## src/rtl/cie_consts.svh

```systemverilog
// Opcode, field and vector constants for the instruction category core.
`ifndef CIE_CONSTS_SVH
`define CIE_CONSTS_SVH
`define CIE_OP_BRBIT_HI    4'h0
`define CIE_OP_BITSET_HI   4'h1
`define CIE_OP_REL_HI      4'h2
`define CIE_OP_RMW_DIR     4'h3
`define CIE_OP_RMW_A       4'h4
`define CIE_OP_RMW_X       4'h5
`define CIE_OP_CTL_HI      4'h9
`define CIE_OP_JUMP_LO     4'hc
`define CIE_OP_CALL_LO     4'hd
`define CIE_OP_DIR_ROW     4'hb
`define CIE_OP_EXT_ROW     4'hc
`define CIE_LO_NEG         4'h0
`define CIE_LO_COM         4'h3
`define CIE_LO_LSR         4'h4
`define CIE_LO_ROT_RIGHT   4'h6
`define CIE_LO_ASR         4'h7
`define CIE_LO_SHL         4'h8
`define CIE_LO_ROT_LEFT    4'h9
`define CIE_LO_DEC         4'ha
`define CIE_LO_INC         4'hc
`define CIE_LO_TEST_NZ     4'hd
`define CIE_LO_CLR         4'hf
`define CIE_OP_ACC_TO_IDX  8'h97
`define CIE_OP_IDX_TO_ACC  8'h9f
`define CIE_OP_STOP        8'h8e
`define CIE_OP_WAIT        8'h8f
`define CIE_OP_CLC         8'h98
`define CIE_OP_SEC         8'h99
`define CIE_OP_CLI         8'h9a
`define CIE_OP_SEI         8'h9b
`define CIE_OP_NOP         8'h9d
`define CIE_OP_RTS         8'h81
`define CIE_REL_HC_CLR     4'h8
`define CIE_REL_HC_SET     4'h9
`define CIE_REL_PIN_LOW    4'he
`define CIE_REL_PIN_HIGH   4'hf
`define CIE_PAGE_ZERO      8'h00
`define CIE_RESET_PC       16'h0100
`define CIE_RESET_SP       8'hff
`endif

```

## src/rtl/cie_pkg.sv

```systemverilog
// Types shared by the instruction category core.
package cie_pkg;
	typedef struct packed {
		logic h;
		logic i;
		logic n;
		logic z;
		logic c;
	} cie_ccr_t;

	typedef struct packed {
		logic [15:0] addr;
		logic [7:0]  wdata;
		logic        rd;
		logic        wr;
	} cie_bus_t;

	typedef enum logic [3:0] {
		CIE_FETCH, CIE_OPND1, CIE_OPND2, CIE_READ, CIE_WRITE,
		CIE_PUSH_LO, CIE_PUSH_HI, CIE_POP_HI, CIE_POP_LO, CIE_HALT
	} cie_state_t;
endpackage

```

## src/rtl/cie_core.sv

```systemverilog
// Instruction category core: read-modify-write, bit, branch and control execution.
// Operation
// - Read-modify-write reads, alters, writes back same place.
// - Bit set and clear use direct form only.
// - Test for negative or zero skips write-back.
// - Both left shifts are one identical operation.
// - Rotates pass the bit through carry.
// - False branch condition continues with next instruction.
// - Jumps take target only from operand bytes.
// - Bit branch is opcode, address, offset.
// - Matching bit adds signed offset to next address.
// - Tested bit always copied into carry.
// - Bit branch tests any byte in page zero.
// - Bit set and clear modify any page-zero byte.
// - Stop halts oscillator, enables interrupt pin.
// - Wait halts CPU clock, enables interrupts.
// - Accumulator and index copy into each other.
// - Branches sample interrupt pin high or low.
// - Branches on half-carry clear or set.
// - Direct operands use zero upper address byte.
`timescale 1ns/1ps
`include "cie_consts.svh"
module cie_core (
	input  wire logic              ref_clk,
	input  wire logic              rst_n,
	input  wire logic [7:0]        mem_rdata,
	input  wire logic              irq_pin,
	output cie_pkg::cie_bus_t      mem_bus,
	output cie_pkg::cie_ccr_t      ccr,
	output logic [7:0]             acc,
	output logic [7:0]             idx,
	output logic [15:0]            pc,
	output logic                   osc_stopped,
	output logic                   cpu_clk_halted,
	output logic                   irq_pin_enabled
);
	import cie_pkg::*;

	cie_state_t  st_q;
	cie_ccr_t    ccr_q;
	cie_bus_t    bus_q;
	logic [7:0]  a_q, x_q, sp_q, op_q, b1_q, b2_q;
	logic [15:0] pc_q, ea_q, ret_q;
	logic        stop_q, wait_q;

	wire [3:0] hi = op_q[7:4];
	wire [3:0] lo = op_q[3:0];
	wire is_brbit = (hi == `CIE_OP_BRBIT_HI);
	// Only a direct form exists for bit set and clear, so there is no indexed row to decode.
	wire is_bitsc = (hi == `CIE_OP_BITSET_HI);
	wire is_rel   = (hi == `CIE_OP_REL_HI);
	wire is_rmw_m = (hi == `CIE_OP_RMW_DIR);
	wire is_rmw_r = (hi == `CIE_OP_RMW_A) || (hi == `CIE_OP_RMW_X);
	wire is_jump  = (lo == `CIE_OP_JUMP_LO) && (hi == `CIE_OP_DIR_ROW || hi == `CIE_OP_EXT_ROW);
	wire is_call  = (lo == `CIE_OP_CALL_LO) && (hi == `CIE_OP_DIR_ROW || hi == `CIE_OP_EXT_ROW);
	wire is_ext   = (hi == `CIE_OP_EXT_ROW);

	// Read-modify-write datapath; the operand is memory or a register.
	wire [7:0] rmw_in = is_rmw_m ? mem_rdata : (hi == `CIE_OP_RMW_A) ? a_q : x_q;
	logic [7:0] rmw_out;
	logic       rmw_c;
	logic       rmw_wr;
	always_comb begin
		rmw_out = rmw_in;
		rmw_c   = ccr_q.c;
		rmw_wr  = 1'b1;
		unique case (lo)
			`CIE_LO_NEG: begin
				rmw_out = 8'h00 - rmw_in;
				rmw_c   = (rmw_in != 8'h00);
			end
			`CIE_LO_COM: begin
				rmw_out = ~rmw_in;
				rmw_c   = 1'b1;
			end
			`CIE_LO_LSR: begin
				rmw_out = {1'b0, rmw_in[7:1]};
				rmw_c   = rmw_in[0];
			end
			`CIE_LO_ROT_RIGHT: begin
				rmw_out = {ccr_q.c, rmw_in[7:1]};
				rmw_c   = rmw_in[0];
			end
			`CIE_LO_ASR: begin
				rmw_out = {rmw_in[7], rmw_in[7:1]};
				rmw_c   = rmw_in[0];
			end
			`CIE_LO_SHL: begin
				// One code serves both left shift names, so they cannot diverge.
				rmw_out = {rmw_in[6:0], 1'b0};
				rmw_c   = rmw_in[7];
			end
			`CIE_LO_ROT_LEFT: begin
				rmw_out = {rmw_in[6:0], ccr_q.c};
				rmw_c   = rmw_in[7];
			end
			`CIE_LO_DEC: rmw_out = rmw_in - 8'h01;
			`CIE_LO_INC: rmw_out = rmw_in + 8'h01;
			`CIE_LO_TEST_NZ: rmw_wr = 1'b0;
			`CIE_LO_CLR: rmw_out = 8'h00;
			default: rmw_out = rmw_in;
		endcase
	end

	// Bit test and branch selection.
	wire [2:0] bitno     = op_q[3:1];
	wire       tested    = mem_rdata[bitno];
	wire       want_set  = ~op_q[0];
	wire       bit_taken = (tested == want_set);
	wire [7:0] bitsc_val = op_q[0] ? (mem_rdata & ~(8'h01 << bitno))
	                               : (mem_rdata | (8'h01 << bitno));

	// Relative branch conditions.
	logic rel_cond;
	always_comb begin
		unique case (lo)
			4'h0: rel_cond = 1'b1;
			4'h1: rel_cond = 1'b0;
			4'h2: rel_cond = ~(ccr_q.c | ccr_q.z);
			4'h3: rel_cond = ccr_q.c | ccr_q.z;
			4'h4: rel_cond = ~ccr_q.c;
			4'h5: rel_cond = ccr_q.c;
			4'h6: rel_cond = ~ccr_q.z;
			4'h7: rel_cond = ccr_q.z;
			`CIE_REL_HC_CLR: rel_cond = ~ccr_q.h;
			`CIE_REL_HC_SET: rel_cond = ccr_q.h;
			4'ha: rel_cond = ~ccr_q.n;
			4'hb: rel_cond = ccr_q.n;
			4'hc: rel_cond = ~ccr_q.i;
			4'hd: rel_cond = ccr_q.i;
			`CIE_REL_PIN_LOW: rel_cond = ~irq_pin;
			`CIE_REL_PIN_HIGH: rel_cond = irq_pin;
		endcase
	end

	// Offset byte address plus sign-extended offset; one more gives the taken target.
	wire [15:0] rel_tgt = pc_q + {{8{mem_rdata[7]}}, mem_rdata};
	wire [15:0] pc_inc  = pc_q + 16'h0001;
	wire [15:0] dir_ea  = {`CIE_PAGE_ZERO, mem_rdata};

	always_ff @(posedge ref_clk) begin
		if (!rst_n) begin
			st_q   <= CIE_FETCH;
			ccr_q  <= '{h: 1'b0, i: 1'b1, n: 1'b0, z: 1'b0, c: 1'b0};
			bus_q  <= '{addr: `CIE_RESET_PC, wdata: 8'h00, rd: 1'b1, wr: 1'b0};
			a_q    <= 8'h00;
			x_q    <= 8'h00;
			sp_q   <= `CIE_RESET_SP;
			op_q   <= 8'h00;
			b1_q   <= 8'h00;
			b2_q   <= 8'h00;
			pc_q   <= `CIE_RESET_PC;
			ea_q   <= 16'h0000;
			ret_q  <= 16'h0000;
			stop_q <= 1'b0;
			wait_q <= 1'b0;
		end else begin
			bus_q.wr <= 1'b0;
			bus_q.rd <= 1'b1;
			unique case (st_q)
				CIE_FETCH: begin
					op_q     <= mem_rdata;
					pc_q     <= pc_inc;
					bus_q.addr <= pc_inc;
					st_q     <= CIE_OPND1;
				end
				CIE_OPND1: begin
					st_q <= CIE_FETCH;
					bus_q.addr <= pc_inc;
					pc_q <= pc_inc;
					if (is_brbit || is_bitsc || is_rmw_m) begin
						ea_q       <= dir_ea;
						bus_q.addr <= dir_ea;
						st_q       <= CIE_READ;
					end else if (is_rel) begin
						if (rel_cond) begin
							pc_q       <= rel_tgt + 16'h0001;
							bus_q.addr <= rel_tgt + 16'h0001;
						end
						// A false condition leaves the next sequential address in place.
					end else if (is_jump || is_call) begin
						// The target comes only from operand bytes, never a register.
						b1_q <= mem_rdata;
						if (is_ext) begin
							st_q <= CIE_OPND2;
						end else begin
							ret_q      <= pc_inc;
							pc_q       <= dir_ea;
							bus_q.addr <= dir_ea;
							if (is_call) begin
								ret_q <= pc_inc;
								st_q  <= CIE_PUSH_LO;
								bus_q.addr <= {`CIE_PAGE_ZERO, sp_q};
							end
						end
					end else if (is_rmw_r) begin
						// Register operands are altered and written back in place.
						if (rmw_wr) begin
							if (hi == `CIE_OP_RMW_A) a_q <= rmw_out;
							else x_q <= rmw_out;
						end
						ccr_q.n <= rmw_out[7];
						ccr_q.z <= (rmw_out == 8'h00);
						ccr_q.c <= rmw_c;
						pc_q       <= pc_q;
						bus_q.addr <= pc_q;
					end else begin
						pc_q       <= pc_q;
						bus_q.addr <= pc_q;
						unique case (op_q)
							`CIE_OP_ACC_TO_IDX: x_q <= a_q;
							`CIE_OP_IDX_TO_ACC: a_q <= x_q;
							`CIE_OP_CLC: ccr_q.c <= 1'b0;
							`CIE_OP_SEC: ccr_q.c <= 1'b1;
							`CIE_OP_CLI: ccr_q.i <= 1'b0;
							`CIE_OP_SEI: ccr_q.i <= 1'b1;
							`CIE_OP_STOP: begin
								ccr_q.i  <= 1'b0;
								stop_q   <= 1'b1;
								st_q     <= CIE_HALT;
							end
							`CIE_OP_WAIT: begin
								ccr_q.i  <= 1'b0;
								wait_q   <= 1'b1;
								st_q     <= CIE_HALT;
							end
							`CIE_OP_RTS: begin
								sp_q       <= sp_q + 8'h01;
								bus_q.addr <= {`CIE_PAGE_ZERO, sp_q + 8'h01};
								st_q       <= CIE_POP_HI;
							end
							default: ;
						endcase
					end
				end
				CIE_OPND2: begin
					ret_q      <= pc_inc;
					pc_q       <= {b1_q, mem_rdata};
					bus_q.addr <= {b1_q, mem_rdata};
					st_q       <= CIE_FETCH;
					if (is_call) begin
						bus_q.addr <= {`CIE_PAGE_ZERO, sp_q};
						st_q       <= CIE_PUSH_LO;
					end
				end
				CIE_READ: begin
					if (is_brbit) begin
						// Carry is written here, before the next fetch can test it.
						ccr_q.c    <= tested;
						b2_q       <= mem_rdata;
						bus_q.addr <= pc_q;
						st_q       <= CIE_WRITE;
					end else begin
						bus_q.wdata <= is_bitsc ? bitsc_val : rmw_out;
						bus_q.wr    <= is_bitsc || rmw_wr;
						bus_q.rd    <= 1'b0;
						if (!is_bitsc) begin
							ccr_q.n <= rmw_out[7];
							ccr_q.z <= (rmw_out == 8'h00);
							ccr_q.c <= rmw_c;
						end
						st_q <= CIE_WRITE;
					end
				end
				CIE_WRITE: begin
					if (is_brbit) begin
						// Third byte is the offset; relative to the byte after it.
						pc_q       <= pc_inc;
						bus_q.addr <= pc_inc;
						if (b2_q[bitno] == want_set) begin
							pc_q       <= rel_tgt + 16'h0001;
							bus_q.addr <= rel_tgt + 16'h0001;
						end
					end else begin
						bus_q.addr <= pc_q;
					end
					st_q <= CIE_FETCH;
				end
				CIE_PUSH_LO: begin
					bus_q.wdata <= ret_q[7:0];
					bus_q.addr  <= {`CIE_PAGE_ZERO, sp_q};
					bus_q.wr    <= 1'b1;
					bus_q.rd    <= 1'b0;
					sp_q        <= sp_q - 8'h01;
					st_q        <= CIE_PUSH_HI;
				end
				CIE_PUSH_HI: begin
					bus_q.wdata <= ret_q[15:8];
					bus_q.addr  <= {`CIE_PAGE_ZERO, sp_q};
					bus_q.wr    <= 1'b1;
					bus_q.rd    <= 1'b0;
					sp_q        <= sp_q - 8'h01;
					st_q        <= CIE_WRITE;
				end
				CIE_POP_HI: begin
					b1_q       <= mem_rdata;
					sp_q       <= sp_q + 8'h01;
					bus_q.addr <= {`CIE_PAGE_ZERO, sp_q + 8'h01};
					st_q       <= CIE_POP_LO;
				end
				CIE_POP_LO: begin
					pc_q       <= {mem_rdata, b1_q};
					bus_q.addr <= {mem_rdata, b1_q};
					st_q       <= CIE_FETCH;
				end
				CIE_HALT: begin
					// Only the interrupt pin wakes the core; the vector path lies elsewhere.
					bus_q.rd <= 1'b0;
					if (!irq_pin) begin
						stop_q     <= 1'b0;
						wait_q     <= 1'b0;
						bus_q.addr <= pc_q;
						bus_q.rd   <= 1'b1;
						st_q       <= CIE_FETCH;
					end
				end
			endcase
		end
	end

	assign mem_bus         = bus_q;
	assign ccr             = ccr_q;
	assign acc             = a_q;
	assign idx             = x_q;
	assign pc              = pc_q;
	assign osc_stopped     = stop_q;
	assign cpu_clk_halted  = stop_q | wait_q;
	assign irq_pin_enabled = stop_q | wait_q | ~ccr_q.i;

	property p_tst_nowrite;
		@(posedge ref_clk) disable iff (!rst_n)
		(st_q == CIE_READ && is_rmw_m && lo == `CIE_LO_TEST_NZ) |=> !bus_q.wr;
	endproperty
	a_tst_nowrite: assert property (p_tst_nowrite) else $error("test operation wrote back");

	// Every other memory operation must write its result back to the address it read.
	property p_rmw_wr;
		@(posedge ref_clk) disable iff (!rst_n)
		(st_q == CIE_READ && is_rmw_m && lo != `CIE_LO_TEST_NZ) |=> (bus_q.wr && bus_q.addr == ea_q);
	endproperty
	a_rmw_wr: assert property (p_rmw_wr) else $error("memory result not written back");

	property p_brbit_carry;
		@(posedge ref_clk) disable iff (!rst_n)
		(st_q == CIE_READ && is_brbit) |=> (ccr_q.c == $past(tested));
	endproperty
	a_brbit_carry: assert property (p_brbit_carry) else $error("carry not from tested bit");

	property p_rel_false;
		@(posedge ref_clk) disable iff (!rst_n)
		(st_q == CIE_OPND1 && is_rel && !rel_cond) |=> (pc_q == $past(pc_q) + 16'h0001);
	endproperty
	a_rel_false: assert property (p_rel_false) else $error("false branch moved flow");

	property p_dir_page;
		@(posedge ref_clk) disable iff (!rst_n)
		(st_q == CIE_OPND1 && (is_brbit || is_bitsc)) |=> (bus_q.addr[15:8] == 8'h00);
	endproperty
	a_dir_page: assert property (p_dir_page) else $error("direct operand left page zero");

	property p_stop;
		@(posedge ref_clk) disable iff (!rst_n)
		(st_q == CIE_OPND1 && op_q == `CIE_OP_STOP && !is_rel) |=> (stop_q && irq_pin_enabled);
	endproperty
	a_stop: assert property (p_stop) else $error("stop did not halt");

	property p_wait;
		@(posedge ref_clk) disable iff (!rst_n)
		(st_q == CIE_OPND1 && op_q == `CIE_OP_WAIT) |=> (cpu_clk_halted && !osc_stopped);
	endproperty
	a_wait: assert property (p_wait) else $error("wait state wrong");

	property p_acc_to_idx;
		@(posedge ref_clk) disable iff (!rst_n)
		(st_q == CIE_OPND1 && op_q == `CIE_OP_ACC_TO_IDX) |=> (x_q == $past(a_q));
	endproperty
	a_acc_to_idx: assert property (p_acc_to_idx) else $error("index not loaded from accumulator");

	property p_bitsc_wr;
		@(posedge ref_clk) disable iff (!rst_n)
		(st_q == CIE_READ && is_bitsc) |=> (bus_q.wr && bus_q.addr == ea_q);
	endproperty
	a_bitsc_wr: assert property (p_bitsc_wr) else $error("bit write missing");

	c_brbit: cover property (@(posedge ref_clk) st_q == CIE_READ && is_brbit);
	c_rmw:   cover property (@(posedge ref_clk) st_q == CIE_READ && is_rmw_m && bus_q.rd);
	c_wait:  cover property (@(posedge ref_clk) st_q == CIE_HALT ##1 st_q == CIE_FETCH);
endmodule // cie_core

```

## config.mk

```make
export PLATFORM = sky130hd
export DESIGN_NAME = cie_core
export DESIGN_NICKNAME = d
export VERILOG_FILES = /design/src/rtl/cie_pkg.sv /design/src/rtl/cie_core.sv
export VERILOG_INCLUDE_DIRS = /design/src /design/src/rtl
export SDC_FILE = /design/constraint.sdc
export NUM_CORES = 1
export LEC_CHECK = 0
export BUFFER_PORTS_ARGS = -buffer_cell sky130_fd_sc_hd__buf_2
export CAP_MARGIN = 20
export CORE_UTILIZATION = 29
export DETAILED_ROUTE_END_ITERATION = 6
export SYNTH_ARGS = -nofsm -noshare
export SYNTH_HDL_FRONTEND = slang
export SYNTH_SLANG_ARGS = --single-unit
```

## constraint.sdc

```tcl
create_clock -name ref_clk -period 10.87 [get_ports ref_clk]
set_input_delay 0.5435 -clock ref_clk [delete_from_list [all_inputs] [get_ports ref_clk]]
set_output_delay 0.5435 -clock ref_clk [all_outputs]
set_load 0.01 [all_outputs]
```

==> flow_summary.json <==
{
  "status": "complete, but fails checks",
  "violations": "design-rule violations",
  "synth_seq_cells": 116,
  "r2r-start": "op_q[6]",
  "endpoint_kind": "register",
  "synthTopCellsByArea": "dfxtp_1 (22%), nand2_1 (6.4%), o21ai_0 (5.7%), a21oi_1 (5.2%), nor2_1 (5.0%)",
  "leakagePower_nw": 4.50,
  "startpoint": "op_q[6]",
  "maxCapViolations": 0,
  "wl_um": 47800,
  "nNetsFinal": 1517,
  "drtIter0Drc": 1826,
  "synth-xor-area-share_pct": 4.24,
  "post_drt_wl_per_cell_um": 24.5,
  "final_util_pct": 33.3,
  "cts_setup_buffers": 0,
  "die_y_um": 192,
  "cts_hold_buf": 0,
  "fin_crit_ps": 4860,
  "grtUsageTotal_pct": 25.7,
  "pin_count": 77,
  "fp-row-count": 69,
  "cts_root_buf": "clkbuf_16",
  "timing.final.ws_setup_ps": 6010,
  "clock-sinks": 116,
  "synth_fa_ha_area_share_pct": 3.35,
  "crit_arrival_ps": 5230,
  "ir_drop_mv": 0.121,
  "ys.flop_type": "dfxtp_1",
  "gp_congestion": 0.960,
  "clk_path_buf_depth": 2,
  "async_reset_ff_share_pct": 0,
  "report.final.setup_viol": 0,
  "synth_area_sq_mm": 0.0105,
  "fin_tns_setup_ps": 0,
  "path_cells": "nor4b_4 > mux2i_1 > o21a_1 > inv_2 > ha_1 > a211oi_1 > o21bai_1 > a21oi_1 > xnor2_1 > a221oi_1 > a21oi_1 > a2bb2oi_1 > or4_1 > o21ai_1",
  "tritoncts.num_buffers": 17,
  "cp_common_cell": "a21oi_1",
  "cpPeakStageDelay_ps": 760,
  "syn_nets": 1517,
  "synth.distinct_cells": 95,
  "grt.overflow.total": 0,
  "synth_area_per_cell_sq_um": 7.12,
  "synthMuxAreaShare_pct": 4.10,
  "antenna_cells": 0,
  "synthDominantCellAreaShare_pct": 22.1,
  "dieArea_sq_mm": 0.0371,
  "skew_ps": 14.7,
  "max_freq_mhz": 206,
  "yosysTopAreaCell": "dfxtp_1",
  "synth_compound_area_share_pct": 35.4,
  "place_ws_ps": 6140,
  "critPathMaxFanout": 20,
  "drt-vias-per-instance": 6.34,
  "critPathKind": "register to register",
  "cts_resized": 0,
  "cellPowerDensity_mw_per_mm2": 151,
  "yosysMostFrequentCell": "nand2_1",
  "grt_pass1_wl_um": 71700,
  "synth_edf_count": 0,
  "period_share_pct": 44.8,
  "ys_seq_area_share_pct": 22.1,
  "syn_inst": 1479,
  "drtPass1Iterations": 7,
  "slew_viol_final": 0,
  "area_growth_pct": 12.7,
  "grt_max_degree": 58,
  "clkTransAtPathRegs_ps": 70,
  "die_w_um": 192,
  "ant_nets": 0,
  "dp_hpwl_um": 33200,
  "hold_viol": 0,
  "drive_gt1_share_pct": 12.5,
  "cts_tree": "yes",
  "start_util_pct": 29.5,
  "worstHoldStart": "mem_bus[11]",
  "synth_commonest_cells": "nand2_1 (180), nor2_1 (139), o21ai_0 (119), dfxtp_1 (116), a21oi_1 (110)",
  "fillers": 3814,
  "critical-path-slowest-cell": "nor4b_4",
  "synthSimpleGateAreaFrac_pct": 24.9,
  "via_count": 12400,
  "drcViolationCount": 10,
  "cts-htree-levels": 4,
  "antenna_found_initial": 0,
  "worst_hold_path_type": "register to register",
  "slew-limit-headroom_pct": 23.5,
  "startpoint_type": "register",
  "io_buffers": 75,
  "core_sq_mm": 0.0357,
  "ys_warn_count": 0,
  "synth_top_family_by_area": "compound AO/OA/AOI/OAI gates",
  "clk_latency_ps": 440,
  "rsz0062_at_grt": "false",
  "worstPathRequired_ps": 11230,
  "worst_pin_slew_ps": 1140,
  "grt_pass1_vias": 11500
}
==> per-stage QoR <==
stage                     total power, mW  hold WS [ps]  area [sq um]  std cells
after global routing                 1.86           483         11900       1952
after floorplan                     0.930           440         10500       1479
after global placement               1.14           449         11200       1921
after detailed placement             1.14           458         11200       1921
after CTS                            1.77           467         11900       1952
final                                1.80           464         11900       1952
==> cell families after synthesis <==
kind of cell,count (synthesis)
buffers and inverters,154
other,1
AOI/OAI and AO/OA,548
adders and majority gates,27
muxes,38
and+or+nand+nor,544
xor gates and xnor gates,51
DFF,116
==> cells in the final DEF (no fill, tap or decap), types with 29 or more instances in the layout <==
cell type / count
buf_2: 74
nor3_1: 38
o21ai_0: 119
nand2_1: 180
a21oi_1: 110
xnor2_1: 35
buf_4: 34
nand3_1: 54
nor2_1: 139
a31oi_1: 29
mux2i_1: 33
dfxtp_1: 116
o211ai_1: 45
==> where the power goes <==
| part | switching (mW) | internal, mW |
|---|---|---|
| Sequential | 0.0634 | 0.454 |
| Clock | 0.233 | 0.400 |
| Combinational | 0.425 | 0.221 |
==> cell type report <==
type | count | area [sq um] | share of cell area, %
clock inverters | 9 | 151 | 1.28
well taps | 461 | 577 | 4.86
flip-flops and latches | 116 | 2320 | 19.6
multi-input cells | 1209 | 7600 | 64.1
inverters | 27 | 106 | 0.897
clock buffers | 22 | 474 | 4.00
repair buffers | 108 | 626 | 5.27
==> sequential cells by signal, indices dropped and copies added (netlist names) <==
name	cells
idx	8
b2_q	8
ret_q	16
wait_q	1
b1_q	8
acc	8
pc	16
mem_bus	26
osc_stopped	1
st_q	4
ccr	4
op_q	8
sp_q	8
==> layer usage <==
metal | up-vias | global-route usage [%] | wire length [um] | share of wire, %
li1 | 5530 | - | - | -
met1 | 5799 | 34.2 | 19500 | 41
met2 | 842 | 39.5 | 20700 | 43
met3 | 207 | 4.66 | 5110 | 11
met4 | 0 | 12.8 | 2530 | 5.3
met5 | - | 0 | 0 | 0
==> critical path, delay by kind of cell, from the launching register on <==
family          cells  cell delay (ps)
buf+inv             1              100
compound gates      8             1860
mux                 1              300
flops               1              720
fa+ha+maj           1              390
xor+xnor            1               90
simple gates        2             1310
==> worst paths after layout <==
path / slack, ps / depth (start not counted) / end
worst max-delay path: 6010 / 14 / ccr[1]
worst min-delay path: 460 / 2 / mem_bus[11]
worst max register to register: 6010 / 14 / ccr[1]
worst min register to register: 460 / 2 / mem_bus[11]
No activity file was read; power rests on OpenSTA's default activity.
